==> src/logic/smcl_pkg.sv <==
// Package for the strap mode configuration latch.
// Assumes one 100 MHz core clock and an internal byte-wide register port.
package smcl_pkg;

	// ----------------------------------------------------------------
	// Register offsets
	// ----------------------------------------------------------------
	localparam logic [7:0] SMCL_OFS_BRIDGE_CONTROL = 8'h4f;
	localparam logic [7:0] SMCL_OFS_BRIDGE_CONFIG = 8'h54;
	localparam logic [7:0] SMCL_OFS_LINK_MODE = 8'h5b;
	localparam logic [7:0] SMCL_OFS_REMOTE_ADDR = 8'h5f;

	// ----------------------------------------------------------------
	// Field positions
	// ----------------------------------------------------------------
	localparam int SMCL_BIT_ID_SOURCE = 0;
	localparam int SMCL_BIT_AUX_AUDIO = 1;
	localparam int SMCL_BIT_REMOTE_COPY = 5;
	localparam int SMCL_BIT_EXT_CTRL = 7;
	localparam int SMCL_BIT_CABLE = 7;

	// ----------------------------------------------------------------
	// Reset values
	// ----------------------------------------------------------------
	localparam logic [7:0] SMCL_RST_BRIDGE_CONTROL = 8'h00;
	localparam logic [7:0] SMCL_RST_BRIDGE_CONFIG = 8'h00;
	localparam logic [7:0] SMCL_RST_LINK_MODE = 8'h00;
	localparam logic [7:0] SMCL_RST_REMOTE_ADDR = 8'ha0;
	localparam logic [7:0] SMCL_RDATA_UNMAPPED = 8'h00;

	// ----------------------------------------------------------------
	// Timing
	// ----------------------------------------------------------------
	localparam int SMCL_CLK_PERIOD_PS = 10000;
	localparam int SMCL_SETTLE_NS = 2000;
	localparam int SMCL_SETTLE_CYC_RAW =
		(SMCL_SETTLE_NS * 1000 + SMCL_CLK_PERIOD_PS - 1) / SMCL_CLK_PERIOD_PS;
	localparam int SMCL_SETTLE_CYC =
		(SMCL_SETTLE_CYC_RAW < 1) ? 1 : SMCL_SETTLE_CYC_RAW;
	localparam int SMCL_CNT_W = 12;

	// ----------------------------------------------------------------
	// Sequencer states
	// ----------------------------------------------------------------
	typedef enum logic [2:0] {
		SMCL_ST_SETTLE = 3'b001,
		SMCL_ST_SAMPLE = 3'b010,
		SMCL_ST_RUN = 3'b100
	} smcl_state_e;

	typedef struct packed {
		smcl_state_e state;
		logic [SMCL_CNT_W-1:0] cnt;
		logic [1:0] sel0_meta;
		logic [1:0] sel0_sync;
		logic [2:0] sel1_meta;
		logic [2:0] sel1_sync;
		logic [7:0] bridge_control;
		logic [7:0] bridge_configuration;
		logic [7:0] link_mode_control;
		logic [7:0] remote_addr;
		logic [7:0] rdata;
		logic done;
	} smcl_state_s;

endpackage : smcl_pkg

==> src/logic/smcl_top.sv <==
// Strap mode configuration latch: samples two multi-level straps once
// after reset, decodes them into five settings and holds them in
// software-visible register bits.
// Assumes the strap comparators deliver a level index per strap and an
// internal register port on the core clock.
`timescale 1ns/1ps
`default_nettype none

// Overview of operation
// - Sample, decode, latch both straps after power-up
// - First strap: four levels give two bits
// - Second strap: level n gives n minus one
// - Source 0: remote search, SRAM fallback, overridable
// - Remote read address defaults 0xA0, software replaceable
// - Source 1: use external local display ID
// - Aux audio 0 video-only, 1 adds aux channel
// - Override 1 hands control to external controller
// - Cable type 0 twisted pair, 1 cable_type_select
// - Remote copy 1 copies remote ID into SRAM
// - Source setting latched at bridge control bit 0
// - Aux audio latched at bridge configuration bit 1
// - Override latched at bridge configuration bit 7
// - Cable type latched at link mode bit 7
// - Remote copy latched at bridge configuration bit 5
// - Software reads and rewrites every strapped bit
module smcl_top #(
	parameter int SETTLE_CYC = smcl_pkg::SMCL_SETTLE_CYC
) (
	input wire logic CORE_CLK,
	input wire logic RST,
	input wire logic [1:0] MODE_SEL0_LEVEL,
	input wire logic [2:0] MODE_SEL1_LEVEL,
	input wire logic [7:0] REG_ADDR,
	input wire logic [7:0] REG_WDATA,
	input wire logic REG_WR,
	input wire logic REG_RD,
	output logic [7:0] REG_RDATA,
	output logic STRAP_DONE,
	output logic DISPLAY_ID_SOURCE,
	output logic AUX_AUDIO_EN,
	output logic EXTERNAL_CONTROL_OVERRIDE,
	output logic CABLE_TYPE_SELECT,
	output logic REMOTE_DISPLAY_ID_COPY,
	output logic [7:0] REMOTE_ID_ADDR
);
	import smcl_pkg::*;

	localparam logic [SMCL_CNT_W-1:0] SETTLE_LAST =
		SMCL_CNT_W'(SETTLE_CYC - 1);

	smcl_state_s cur_r;
	smcl_state_s cur_nxt;

	// ----------------------------------------------------------------
	// Strap decode
	// ----------------------------------------------------------------
	// Level index k (0 based) stands for printed level k+1, whose value is
	// k: the same mapping for both straps, only the width differs.
	function automatic logic [2:0] strap_value(input logic [2:0] level_idx);
		strap_value = level_idx;
	endfunction : strap_value

	// ----------------------------------------------------------------
	// Offset decode
	// ----------------------------------------------------------------
	// Shared by the write and the read path so both agree on the map
	function automatic logic [3:0] reg_select(input logic [7:0] ofs);
		if (ofs == SMCL_OFS_BRIDGE_CONTROL) begin
			reg_select = 4'h1;
		end else if (ofs == SMCL_OFS_BRIDGE_CONFIG) begin
			reg_select = 4'h2;
		end else if (ofs == SMCL_OFS_LINK_MODE) begin
			reg_select = 4'h4;
		end else if (ofs == SMCL_OFS_REMOTE_ADDR) begin
			reg_select = 4'h8;
		end else begin
			reg_select = 4'h0;
		end
	endfunction : reg_select

	logic [2:0] sel0_val;
	logic [2:0] sel1_val;
	logic [3:0] reg_hit;

	always_comb begin
		sel0_val = strap_value({1'b0, cur_r.sel0_sync});
		sel1_val = strap_value(cur_r.sel1_sync);
		reg_hit = reg_select(REG_ADDR);
	end

	// ----------------------------------------------------------------
	// Next state
	// ----------------------------------------------------------------
	always_comb begin
		cur_nxt = cur_r;
		// Level indices arrive from analog comparators, so synchronise
		cur_nxt.sel0_meta = MODE_SEL0_LEVEL;
		cur_nxt.sel0_sync = cur_r.sel0_meta;
		cur_nxt.sel1_meta = MODE_SEL1_LEVEL;
		cur_nxt.sel1_sync = cur_r.sel1_meta;

		case (cur_r.state)
			SMCL_ST_SETTLE: begin
				// Lets the divider voltage and the synchroniser settle
				if (cur_r.cnt == SETTLE_LAST) begin
					cur_nxt.state = SMCL_ST_SAMPLE;
				end else begin
					cur_nxt.cnt = cur_r.cnt + 1'b1;
				end
			end
			SMCL_ST_SAMPLE: begin
				// Single capture; later strap movement is ignored
				cur_nxt.bridge_control[SMCL_BIT_ID_SOURCE] =
					sel0_val[1];
				cur_nxt.bridge_configuration[SMCL_BIT_AUX_AUDIO] =
					sel0_val[0];
				cur_nxt.bridge_configuration[SMCL_BIT_EXT_CTRL] =
					sel1_val[2];
				cur_nxt.link_mode_control[SMCL_BIT_CABLE] =
					sel1_val[1];
				cur_nxt.bridge_configuration[SMCL_BIT_REMOTE_COPY] =
					sel1_val[0];
				cur_nxt.done = 1'b1;
				cur_nxt.state = SMCL_ST_RUN;
			end
			SMCL_ST_RUN: begin
				cur_nxt.state = SMCL_ST_RUN;
			end
			default: begin
				cur_nxt.state = SMCL_ST_SETTLE;
			end
		endcase

		// Write follows the capture so a write in the sample cycle wins
		if (REG_WR) begin
			if (reg_hit[0]) begin
				cur_nxt.bridge_control = REG_WDATA;
			end else if (reg_hit[1]) begin
				cur_nxt.bridge_configuration = REG_WDATA;
			end else if (reg_hit[2]) begin
				cur_nxt.link_mode_control = REG_WDATA;
			end else if (reg_hit[3]) begin
				cur_nxt.remote_addr = REG_WDATA;
			end
		end

		if (REG_RD) begin
			if (reg_hit[0]) begin
				cur_nxt.rdata = cur_r.bridge_control;
			end else if (reg_hit[1]) begin
				cur_nxt.rdata = cur_r.bridge_configuration;
			end else if (reg_hit[2]) begin
				cur_nxt.rdata = cur_r.link_mode_control;
			end else if (reg_hit[3]) begin
				cur_nxt.rdata = cur_r.remote_addr;
			end else begin
				cur_nxt.rdata = SMCL_RDATA_UNMAPPED;
			end
		end
	end

	// ----------------------------------------------------------------
	// State register
	// ----------------------------------------------------------------
	always_ff @(posedge CORE_CLK or posedge RST) begin
		if (RST) begin
			cur_r.state <= SMCL_ST_SETTLE;
			cur_r.cnt <= '0;
			cur_r.sel0_meta <= 2'h0;
			cur_r.sel0_sync <= 2'h0;
			cur_r.sel1_meta <= 3'h0;
			cur_r.sel1_sync <= 3'h0;
			cur_r.bridge_control <= SMCL_RST_BRIDGE_CONTROL;
			cur_r.bridge_configuration <= SMCL_RST_BRIDGE_CONFIG;
			cur_r.link_mode_control <= SMCL_RST_LINK_MODE;
			cur_r.remote_addr <= SMCL_RST_REMOTE_ADDR;
			cur_r.rdata <= SMCL_RDATA_UNMAPPED;
			cur_r.done <= 1'b0;
		end else begin
			cur_r <= cur_nxt;
		end
	end

	// ----------------------------------------------------------------
	// Outputs, all straight from the register bits
	// ----------------------------------------------------------------
	// Consumers act on these levels: source 0 means search remote then
	// fall back to SRAM, 1 means external local ID.
	assign DISPLAY_ID_SOURCE =
		cur_r.bridge_control[SMCL_BIT_ID_SOURCE];
	assign AUX_AUDIO_EN =
		cur_r.bridge_configuration[SMCL_BIT_AUX_AUDIO];
	assign EXTERNAL_CONTROL_OVERRIDE =
		cur_r.bridge_configuration[SMCL_BIT_EXT_CTRL];
	assign CABLE_TYPE_SELECT =
		cur_r.link_mode_control[SMCL_BIT_CABLE];
	assign REMOTE_DISPLAY_ID_COPY =
		cur_r.bridge_configuration[SMCL_BIT_REMOTE_COPY];
	assign REMOTE_ID_ADDR = cur_r.remote_addr;
	assign REG_RDATA = cur_r.rdata;
	assign STRAP_DONE = cur_r.done;

endmodule : smcl_top

`default_nettype wire

==> config.mk <==
export PLATFORM = sky130hd
export DESIGN_NAME = smcl_top
export DESIGN_NICKNAME = d
export VERILOG_FILES = /design/src/logic/smcl_pkg.sv /design/src/logic/smcl_top.sv
export SDC_FILE = /design/constraint.sdc
export NUM_CORES = 1
export LEC_CHECK = 0
export ABC_CLOCK_PERIOD_IN_PS = 1750
export BUFFER_PORTS_ARGS = -buffer_cell sky130_fd_sc_hd__buf_4
export CORE_MARGIN = 2
export CORE_UTILIZATION = 50
export CTS_CLUSTER_DIAMETER = 30
export DETAILED_ROUTE_END_ITERATION = 16
export PLACE_DENSITY_LB_ADDON = 0.15
export SYNTH_ARGS = -nofsm -noshare
export SYNTH_HDL_FRONTEND = slang
export SYNTH_SLANG_ARGS = --single-unit
==> constraint.sdc <==
create_clock -name CORE_CLK -period 1.75 [get_ports CORE_CLK]
set_clock_uncertainty 0.1 [all_clocks]
set_input_delay 0.0875 -clock CORE_CLK [delete_from_list [all_inputs] [get_ports CORE_CLK]]
set_output_delay 0.0875 -clock CORE_CLK [all_outputs]
set_load 0.02 [all_outputs]
# ---- After elaboration in Yosys (flattened, before gate mapping)
# Cells that the tools add are included.
# W data, S select, Z words.
dict set report word_totals {
  in_bits 25
  reg_bits 66
  output_inout_bits 22
  word_cells 57
}
dict set report classes {
  eq_ne 9
  addsub 1
  bitwise 4
  n_reduce_logical 6
  mux 22
}
# op n
set op_table {}
lappend op_table {{$mux W8} 8}
lappend op_table {{$eq A8 B7 Y1 const B} 4}
lappend op_table {{$mux W25} 1}
lappend op_table {{$mux W24} 1}
lappend op_table {{$mux W16} 1}
lappend op_table {{$mux W4} 4}
lappend op_table {{$add A12 B1 Y12 const B} 1}
lappend op_table {{$eq A12 B8 Y1 const B} 1}
lappend op_table {{$pmux W3 S2} 1}
lappend op_table {{$reduce_and A5 Y1} 1}
lappend op_table {{$mux W1} 4}
lappend op_table {{$not A1 Y1} 4}
lappend op_table {{$reduce_and A2 Y1} 2}
lappend op_table {{$reduce_and A4 Y1} 1}
lappend op_table {{$eq A3 B1 Y1 const B} 1}
lappend op_table {{$eq A3 B2 Y1 const B} 1}
lappend op_table {{$eq A3 B3 Y1 const B} 1}
lappend op_table {{$mux W3} 1}
lappend op_table {{$reduce_and A3 Y1} 1}
lappend op_table {{$mux W2} 1}
lappend op_table {{$ne A2 B2 Y1 const B} 1}
lappend op_table {{$reduce_or A2 Y1} 1}

# ---- Logic depth before layout (Yosys ltp)
# Gate-level depths: netlist of run 1.
dict set report logic_depth {
  depth_word 10
  mapped_depth 5
  depth_no_buf 4
}

# ---- Worst setup path after synthesis of run 1
# Ideal clock, no wire load.
dict set report synth_path {
  path_type {register to register}
  start {register cur_r[59] (netlist bit)}
  end {register cur_r[52] (netlist bit)}
  synth_period_minus_slack_ns 1.670
  required_time_ns 1.525
  stages_incl_launch_ff 5
  slack_ns 0.080
  arrival_ns 1.446
  setup_time_ns 0.125
  cell_sequence {dfrtp_1 -> nor4_1 -> nand4_1 -> o21ai_0 -> mux2_2}
}
dict set report synth_between {
  elab_chain_cells 3
}
# item line_no
set synth_rtl {}
lappend synth_rtl {{start: declaration} smcl_top.sv:51} ;# smcl_state_s cur_r;
lappend synth_rtl {{start signal: assignment} smcl_top.sv:180} ;# cur_r <= cur_nxt;
lappend synth_rtl {{$eq A12 B8 Y1} smcl_top.sv:105} ;# if (cur_r.cnt == SETTLE_LAST) begin
lappend synth_rtl {{$not A1 Y1 (no line)} --}
lappend synth_rtl {{$reduce_and A2 Y1 (no line)} --}
# No other way between the ends.
# A chain may end at the register's enable or synchronous reset.

# ---- Worst setup path after layout of run 1
dict set report layout_path {
  start {register cur_r[63] (netlist bit)}
  end {register cur_r[62] (netlist bit)}
}
dict set report layout_between {
  elab_chain_cells 2
}
# item line_no
set layout_rtl {}
lappend layout_rtl {{$eq A3 B1 Y1} smcl_top.sv:102} ;# case (cur_r.state)
lappend layout_rtl {{$reduce_and A2 Y1 (no line)} --}
# No other way between the ends.

==> metrics.log, run 1 <==
INFO  metric critical_path_required = roughly 1.9 ns
INFO  metric gp_routability_congestion = ~0.78
INFO  metric first_global_vias = around 1900
INFO  metric syn_area = between 2000 and 3000 um^2
INFO  metric remaining_drc_errors = 0
INFO  metric start_kind = flip-flop
INFO  metric dieWidth = between 80 and 90 um
INFO  metric max-cap-violations = 0
INFO  metric ff2ff_path_depth = 4
INFO  metric routed_wire_length_per_instance = about 15 um
INFO  metric slew_worst_pin = approximately 0.54 ns
INFO  metric worst_setup_hold_path_clk_slew = around 0.070 ns
INFO  metric unrepaired_setup_endpoints_after_global_routing = false
INFO  metric final_antenna_diode_count = 0
INFO  metric post_cts.repair.setup_buffers = 0
INFO  metric cts_buffers = 9
INFO  metric number_of_i_o_pins = 47
INFO  metric routed_wl = between 5000 and 6000 um
INFO  metric detailroute.via_count = 1866
INFO  metric core-area = between 5000 and 6000 um^2
INFO  metric netlist.top_cell.by_area = sky130_fd_sc_hd__dfrtp_1
INFO  metric mostFrequentLayoutCell = sky130_fd_sc_hd__dfrtp_1
INFO  metric netlist_instances = roughly 220
INFO  metric synth_seq_cells = 66
INFO  metric fmaxAchievable = between 0.6 and 0.7 GHz
INFO  metric critPathCaptureType = flip-flop
INFO  metric synth_fp_nets = roughly 240
INFO  metric finalHoldViolCount = 0
INFO  metric critical_path_peak_fanout = 6
INFO  metric global_route_wire_length_before_repair = 9170 um
INFO  metric final_core_util = between 60 and 70%
INFO  metric area_growth = 24.9%
INFO  metric row_count = 27
INFO  metric layout.filler_cells = 438
INFO  metric final_setup_tns = 0 ns
INFO  metric dieArea = about 6400 um^2
INFO  metric timing.critical_path.slowest_stage_cell = sky130_fd_sc_hd__dfstp_2
INFO  metric synth_area_leaders = sky130_fd_sc_hd__dfrtp_1 (54%), sky130_fd_sc_hd__mux2_2 (12%), sky130_fd_sc_hd__buf_4 (4.4%), sky130_fd_sc_hd__a221o_1 (2.8%), sky130_fd_sc_hd__dfstp_2 (2.7%)
INFO  metric via_per_inst = between 5 and 6
INFO  metric finalSetupViolCount = 0
INFO  metric holdCritPathClass = in2reg
INFO  metric crit_path_cell_trace = nor3b_4 -> nand4_2 -> nor4_2 -> xor2_1
INFO  metric avgSynthCellArea = between 10 and 15 um^2
INFO  metric drive_gt1_share = approximately 43%
INFO  metric die_height = roughly 80 um
INFO  metric grt_util_all_layers = approximately a fifth
INFO  metric synth_sequential_area_ratio = a little under three fifths
INFO  metric pwr_density_cell = between 800 and 900 nW/um^2
INFO  metric fin_crit_sh = about 94%
INFO  metric critPathKind = reg2reg
INFO  metric synth.distinct_cells = 35
INFO  metric tritoncts = yes
INFO  metric max-clock-path-buffers = 2
INFO  metric mostFrequentLayoutCells = sky130_fd_sc_hd__dfrtp_1 (63), sky130_fd_sc_hd__buf_4 (54), sky130_fd_sc_hd__mux2_2 (32)
INFO  metric cts_htree_levels = 3
INFO  metric ctsRootBufferMaster = sky130_fd_sc_hd__clkbuf_8
INFO  metric global_route.overflow_total = 0
INFO  metric placement.io_buffers = between 40 and 50
INFO  metric vdd_drop_max = roughly 0.7 mV
INFO  metric clkSinkCount = between 60 and 70
INFO  metric post-dp-hpwl = ~3700 um
INFO  metric maximum_number_of_pins_on_one_net_before_global_route_repair = slightly above 50
INFO  metric slew_viol_final = 0
INFO  metric placement.cell_area = roughly 3300 um^2
INFO  metric detail_route.first_pass.iterations = 2
INFO  metric timing.max_slew.rel_slack = 63.9%
INFO  metric floorplan.initialDensity = between 50 and 60%
INFO  metric finish.instance_area = roughly 3600 um^2
INFO  metric detailedRoute.firstIterationViolations = between 50 and 60
INFO  metric outcome = complete, no violations
INFO  metric yosys.area.top_type_share = approximately 54%
INFO  metric power.leakage = about 0.0018 uW
INFO  metric worst_ep_arrival_time = roughly 1.8 ns
INFO  metric count_of_warnings_emitted_by_yosys = 0
INFO  metric ant_nets = 0
INFO  metric worst_hold_path.num_cells = 4
INFO  metric clkLatencyLatePin = around 0.34 ns
INFO  metric nets = ~300
INFO  metric finalCriticalPeriod = 1.64 ns
INFO  metric cpPeakStageDelay = between 0.5 and 0.6 ns
INFO  metric number_of_antenna_violations_at_the_first_check_in_global_routing = 0
area by class of cell:
type                            count  area (um^2)  area share [%]
Inverter                            4         18.8           0.516
Multi-Input combinational cell    129         1100            30.3
Sequential cell                    66         1660            45.5
Tap cell                           72         90.1            2.48
Clock inverter                      5         52.6            1.45
Clock buffer                       11          151            4.17
Timing Repair Buffer               69          566            15.6
cell usage after synthesis:
library cell and count:
sky130_fd_sc_hd__a21oi_1 7, sky130_fd_sc_hd__a221o_1 8, sky130_fd_sc_hd__a22oi_1 8, sky130_fd_sc_hd__and3_1 2
sky130_fd_sc_hd__and4bb_2 1, sky130_fd_sc_hd__buf_2 1, sky130_fd_sc_hd__buf_4 17, sky130_fd_sc_hd__buf_6 1
sky130_fd_sc_hd__clkinv_1 1, sky130_fd_sc_hd__dfrtp_1 63, sky130_fd_sc_hd__dfstp_2 3, sky130_fd_sc_hd__ha_1 1
sky130_fd_sc_hd__inv_1 3, sky130_fd_sc_hd__mux2_2 32, sky130_fd_sc_hd__mux2_4 4, sky130_fd_sc_hd__mux2i_1 5
sky130_fd_sc_hd__nand2_1 6, sky130_fd_sc_hd__nand3_1 3, sky130_fd_sc_hd__nand3_2 1, sky130_fd_sc_hd__nand4_1 3
sky130_fd_sc_hd__nand4_2 3, sky130_fd_sc_hd__nand4b_2 1, sky130_fd_sc_hd__nor2_1 18, sky130_fd_sc_hd__nor2b_1 1
sky130_fd_sc_hd__nor3_1 5, sky130_fd_sc_hd__nor3b_2 2, sky130_fd_sc_hd__nor4_1 1, sky130_fd_sc_hd__nor4_2 1
sky130_fd_sc_hd__nor4b_2 1, sky130_fd_sc_hd__nor4b_4 1, sky130_fd_sc_hd__o21ai_0 2, sky130_fd_sc_hd__o21bai_1 1
sky130_fd_sc_hd__or2_2 1, sky130_fd_sc_hd__xnor2_1 4, sky130_fd_sc_hd__xor2_1 6
power breakdown:
part           internal (uW)  total, uW  switching (uW)
combinational            130        242             112
clock                    727       1300             568
sequential              1570       1600            25.3
total                   2430       3140             705
registers in the layout (all words and copies together) (netlist names), 3 cells and up:
signal,cells
cur_nxt,5
sel1_val,3
cur_r,36
REG_RDATA,8
REMOTE_ID_ADDR,8
metrics by stage:
stage          hold WS [ns]  power (uW)  instances  setup WS (ns)
6_report              0.130        3140        356          0.106
5_1_grt               0.149        3270        356         0.0180
4_1_cts               0.120        3170        356         0.0550
3_5_place_dp        0.00952        1850        326         0.0855
3_3_place_gp        0.00548        1850        326          0.104
2_1_floorplan        0.0189        1750        218         0.0798
timing repair:
item | 4_1_cts | 5_1_grt
hold buffers | 14 | 0
endpoints found under the setup margin | 0 | 3
hold endpoints to repair | 53 | 0
resized for setup | 0 | 2
critical path: cells and delay by family (launching register included):
family | cells | cell delay (ns)
DFF | 1 | 0.55
and+or+nand+nor | 3 | 0.75
xor gates and xnor gates | 1 | 0.17
per-layer routing:
| metal | GRT usage [%] | share of wire (%) | routed length, um |
|---|---|---|---|
| met1 | 24.4 | 46 | 2550 |
| met2 | 31.0 | 48 | 2630 |
| met3 | 5.51 | 4.0 | 222 |
| met4 | 7.12 | 1.8 | 97 |
| met5 | 0 | 0 | 0 |
path summary, 6_finish.rpt:
check | slack [ns] | from | end
max in group asynchronous | 0.72 | RST | REMOTE_ID_ADDR[5]$_DFFE_PP1P_
min | 0.13 | REG_RD | REG_RDATA[3]$_DFFE_PP0P_
min reg2reg | 0.25 | cur_nxt[43]$_DFF_PP0_ | sel1_val[2]$_DFF_PP0_
max | 0.11 | cur_r[63]$_DFFE_PP1N_ | cur_r[62]$_DFFE_PP0P_
max reg2reg | 0.11 | cur_r[63]$_DFFE_PP1N_ | cur_r[62]$_DFFE_PP0P_
min in group asynchronous | 0.20 | RST | REMOTE_ID_ADDR[2]$_DFFE_PP0P_
cell families (layout without fill, tap and decap cells):
| group | Yosys count | in the layout | share of synthesized area [%] |
|---|---|---|---|
| AOI/OAI and AO/OA | 26 | 26 | 6.62 |
| xor gates and xnor gates | 10 | 10 | 3.01 |
| adders and majority gates | 1 | 1 | 0.430 |
| buffers and inverters | 23 | 89 | 5.46 |
| DFF | 66 | 66 | 56.9 |
| muxes | 41 | 41 | 16.2 |
| and+or+nand+nor | 51 | 51 | 11.4 |
(Power assumes the default switching activity.)
==> inputs of run 2 (changes only) <==
--- a/config.mk
+++ b/config.mk
@@ -7,8 +7,10 @@
 export LEC_CHECK = 0
 export ABC_CLOCK_PERIOD_IN_PS = 1750
 export BUFFER_PORTS_ARGS = -buffer_cell sky130_fd_sc_hd__buf_4
+export CELL_PAD_IN_SITES_DETAIL_PLACEMENT = 1
+export CELL_PAD_IN_SITES_GLOBAL_PLACEMENT = 2
 export CORE_MARGIN = 2
-export CORE_UTILIZATION = 50
+export CORE_UTILIZATION = 34
 export CTS_CLUSTER_DIAMETER = 30
 export DETAILED_ROUTE_END_ITERATION = 16
 export PLACE_DENSITY_LB_ADDON = 0.15
==> run 2 against run 1 <==
Hold slack worse by 0.024 ns. Clock power down 9%. First-iteration DRC count down 17%. Critical path depth unchanged. Register-to-register slack better by 0.02 ns. Cell count up 12%. Via count up 4.9%. Worst setup slack better by 0.020 ns. Design area up 3.4%. Global-route usage down 3.0 points. Sequential share of layout area down 1.5 points. Largest cell class unchanged. Largest power group unchanged.
==> metrics.log, run 2 (same netlist as run 1, synthesis figures left out) <==
INFO  metric drive_gt1_share = 45.9% (+2.6 points)
INFO  metric crit_path_cell_trace = nor3b_4 -> nand4_4 -> nor3_1 -> xor2_1
INFO  metric post-dp-hpwl = 4650 um (+25%)
INFO  metric timing.max_slew.rel_slack = 57.2% (-6.7 points)
INFO  metric ff2ff_path_depth = 4 (unchanged)
INFO  metric nets = 315 (+3.3%)
INFO  metric seq_power_share = 52.9% (+1.9 points)
INFO  metric pwr_density_cell = 806 nW/um^2 (-6.6%)
INFO  metric clkLatencyLatePin = 0.34 ns (about the same)
INFO  metric dieWidth = 96.5 um (+20%)
INFO  metric final_setup_tns = 0 ns (unchanged)
INFO  metric ant_nets = 0 (unchanged)
INFO  metric tritoncts = yes
INFO  metric core-area = 8260 um^2 (+48%)
INFO  metric pwr-share-clk = 39.0% (-2.3 points)
INFO  metric final_core_util = 45.5% (-20 points)
INFO  metric largest_register_ff_count = 36 (unchanged)
INFO  metric finalSetupViolCount = 0 (unchanged)
INFO  metric p_sw = 742 uW (+5.1%)
INFO  metric place_inst = 368 (+13%)
INFO  metric gp_routability_congestion = 0.747 (-4.7%)
INFO  metric power_switching_share = 24.5% (+2.0 points)
INFO  metric fin_crit_sh = 92.8% (-1.2 points)
INFO  metric cts_buffers = 9 (unchanged)
INFO  metric slew_viol_final = 0 (unchanged)
INFO  metric area_growth = 29.2%
INFO  metric comb_power_share = 8.1% (+0.4 points)
INFO  metric cts_htree_levels = 3 (unchanged)
INFO  metric via_per_inst = 4.90 (-6.4%)
INFO  metric dieArea = 9310 um^2 (+45%)
INFO  metric finalHoldWorstSlack = 0.106 ns (-0.0237 ns)
INFO  metric max-cap-violations = 0 (unchanged)
INFO  metric ctsRootBufferMaster = sky130_fd_sc_hd__clkbuf_8
INFO  metric critical_path_required = 1.92 ns (about the same)
INFO  metric outcome = complete, no violations
INFO  metric unrepaired_setup_endpoints_after_global_routing = false
INFO  metric detailroute.via_count = 1957 (+4.9%)
INFO  metric crit_buf_inv = 0 (unchanged)
INFO  metric max_flop_register = cur_r
INFO  metric global_route.overflow_total = 0 (unchanged)
INFO  metric detail_route.first_pass.iterations = 4 (+2)
INFO  metric mostFrequentLayoutCells = sky130_fd_sc_hd__dfrtp_1 (63), sky130_fd_sc_hd__buf_4 (63), sky130_fd_sc_hd__mux2_2 (32)
INFO  metric internal_power = 2290 uW (-5.9%)
INFO  metric cp.depth = 4 (unchanged)
INFO  metric placement.io_buffers = 46 (unchanged)
INFO  metric first_global_vias = 2154 (+11%)
INFO  metric routed_wl = 6660 um (+21%)
INFO  metric totalPowerFinal = 3030 uW (-3.4%)
INFO  metric clkSinkCount = 66 (unchanged)
INFO  metric grt_util_all_layers = 16.1% (-3.0 points)
INFO  metric layoutNonFillerInstCount = 399 (+12%)
INFO  metric fmaxAchievable = 0.616 GHz (+1.2%)
INFO  metric floorplan.initialDensity = 35.2% (-17 points)
INFO  metric critical_path_peak_fanout = 6 (unchanged)
INFO  metric final_antenna_diode_count = 0 (unchanged)
INFO  metric vdd_drop_max = 0.391 mV (-44%)
INFO  metric finalHoldViolCount = 0 (unchanged)
INFO  metric number_of_antenna_violations_at_the_first_check_in_global_routing = 0 (unchanged)
INFO  metric finalCriticalPeriod = 1.62 ns (-0.0202 ns)
INFO  metric critical_path.top_delay_family = simple AND/OR/NAND/NOR gates
INFO  metric max-clock-path-buffers = 2 (unchanged)
INFO  metric row_count = 33 (+22%)
INFO  metric cpPeakStageDelay = 0.56 ns (about the same)
INFO  metric remaining_drc_errors = 0 (unchanged)
INFO  metric timing.critical_path.slowest_stage_cell = sky130_fd_sc_hd__dfstp_2
INFO  metric global_route_wire_length_before_repair = 11100 um (+21%)
INFO  metric holdCritPathClass = in2reg
INFO  metric power.leakage = 0.00181 uW (+3.4%)
INFO  metric worst_hold_path.num_cells = 4 (unchanged)
INFO  metric die_height = 96.5 um (+20%)
INFO  metric maximum_number_of_pins_on_one_net_before_global_route_repair = 67 (+31%)
INFO  metric slew_worst_pin = 0.640 ns (+0.101 ns)
INFO  metric critPathKind = reg2reg
INFO  metric detailedRoute.firstIterationViolations = 49 (-17%)
INFO  metric worst_setup_hold_path_clk_slew = 0.07 ns (about the same)
INFO  metric start_kind = flip-flop
INFO  metric number_of_i_o_pins = 47 (unchanged)
INFO  metric routed_wire_length_per_instance = 16.7 um (+8.0%)
INFO  metric worst_ep_arrival_time = 1.79 ns (-0.02 ns)
INFO  metric layout.filler_cells = 918 (+110%)
INFO  metric critPathCaptureType = flip-flop
run 2: layout make-up:
type / instances / area, um^2 / area share (%)
clock buffer: 11 / 151 / 4.03
tap: 105 / 131 / 3.50
inverter: 4 / 18.8 / 0.500
multi-input combinational: 129 / 1130 / 30.0
timing repair buffer: 79 / 644 / 17.1
sequential: 66 / 1660 / 44.1
clock inverter: 5 / 28.8 / 0.766
run 2: worst reg2reg max path: cells and delay by family (launching register included):
family                    cells  cell delay, ns
xor gates and xnor gates      1            0.16
DFF                           1            0.56
and+or+nand+nor               3            0.73
run 2: power groups by stage:
stage	registers (uW)	clock network, uW	logic [uW]
floorplan	1630	0	119
global placement	1630	0	222
CTS	1600	1220	252
detailed placement	1630	0	227
global route	1610	1280	271
finish	1600	1180	246
run 2: metal layers:
metal  track usage, %  part of all wire [%]  up-vias
met5                0                     0        -
met4             5.63                   1.4        0
met3             3.72                   4.1        9
met2             25.0                    47       41
met1             22.2                    48      988
li1                 -                     -      919
run 2: through the flow:
step / setup slack [ns] / instance area (um^2)
floorplan: 0.0798 / 2910
global placement: 0.0389 / 3390
detailed placement: 0.0515 / 3390
CTS: 0.0438 / 3710
global route: 0.0213 / 3760
finish: 0.127 / 3760
run 2: path summary, 6_finish.rpt:
check | startpoint | endpoint | slack [ns]
setup / recovery | cur_r[63]$_DFFE_PP1N_ | cur_r[60]$_DFFE_PP0P_ | 0.13
hold / removal | REG_WR | CABLE_TYPE_SELECT$_DFF_PP0_ | 0.11
setup reg to reg | cur_r[63]$_DFFE_PP1N_ | cur_r[60]$_DFFE_PP0P_ | 0.13
hold reg to reg | cur_nxt[47]$_DFF_PP0_ | cur_r[47]$_DFF_PP0_ | 0.25
max in group asynchronous | RST | REMOTE_ID_ADDR[5]$_DFFE_PP1P_ | 0.91
min in group asynchronous | RST | REMOTE_ID_ADDR[3]$_DFFE_PP0P_ | 0.29
run 2: repair_timing:
item,CTS,global route
gates resized for setup,0,8
hold buffers,14,0
setup buffers,0,1
endpoints found under the setup margin,0,5
hold endpoints to repair,100,0
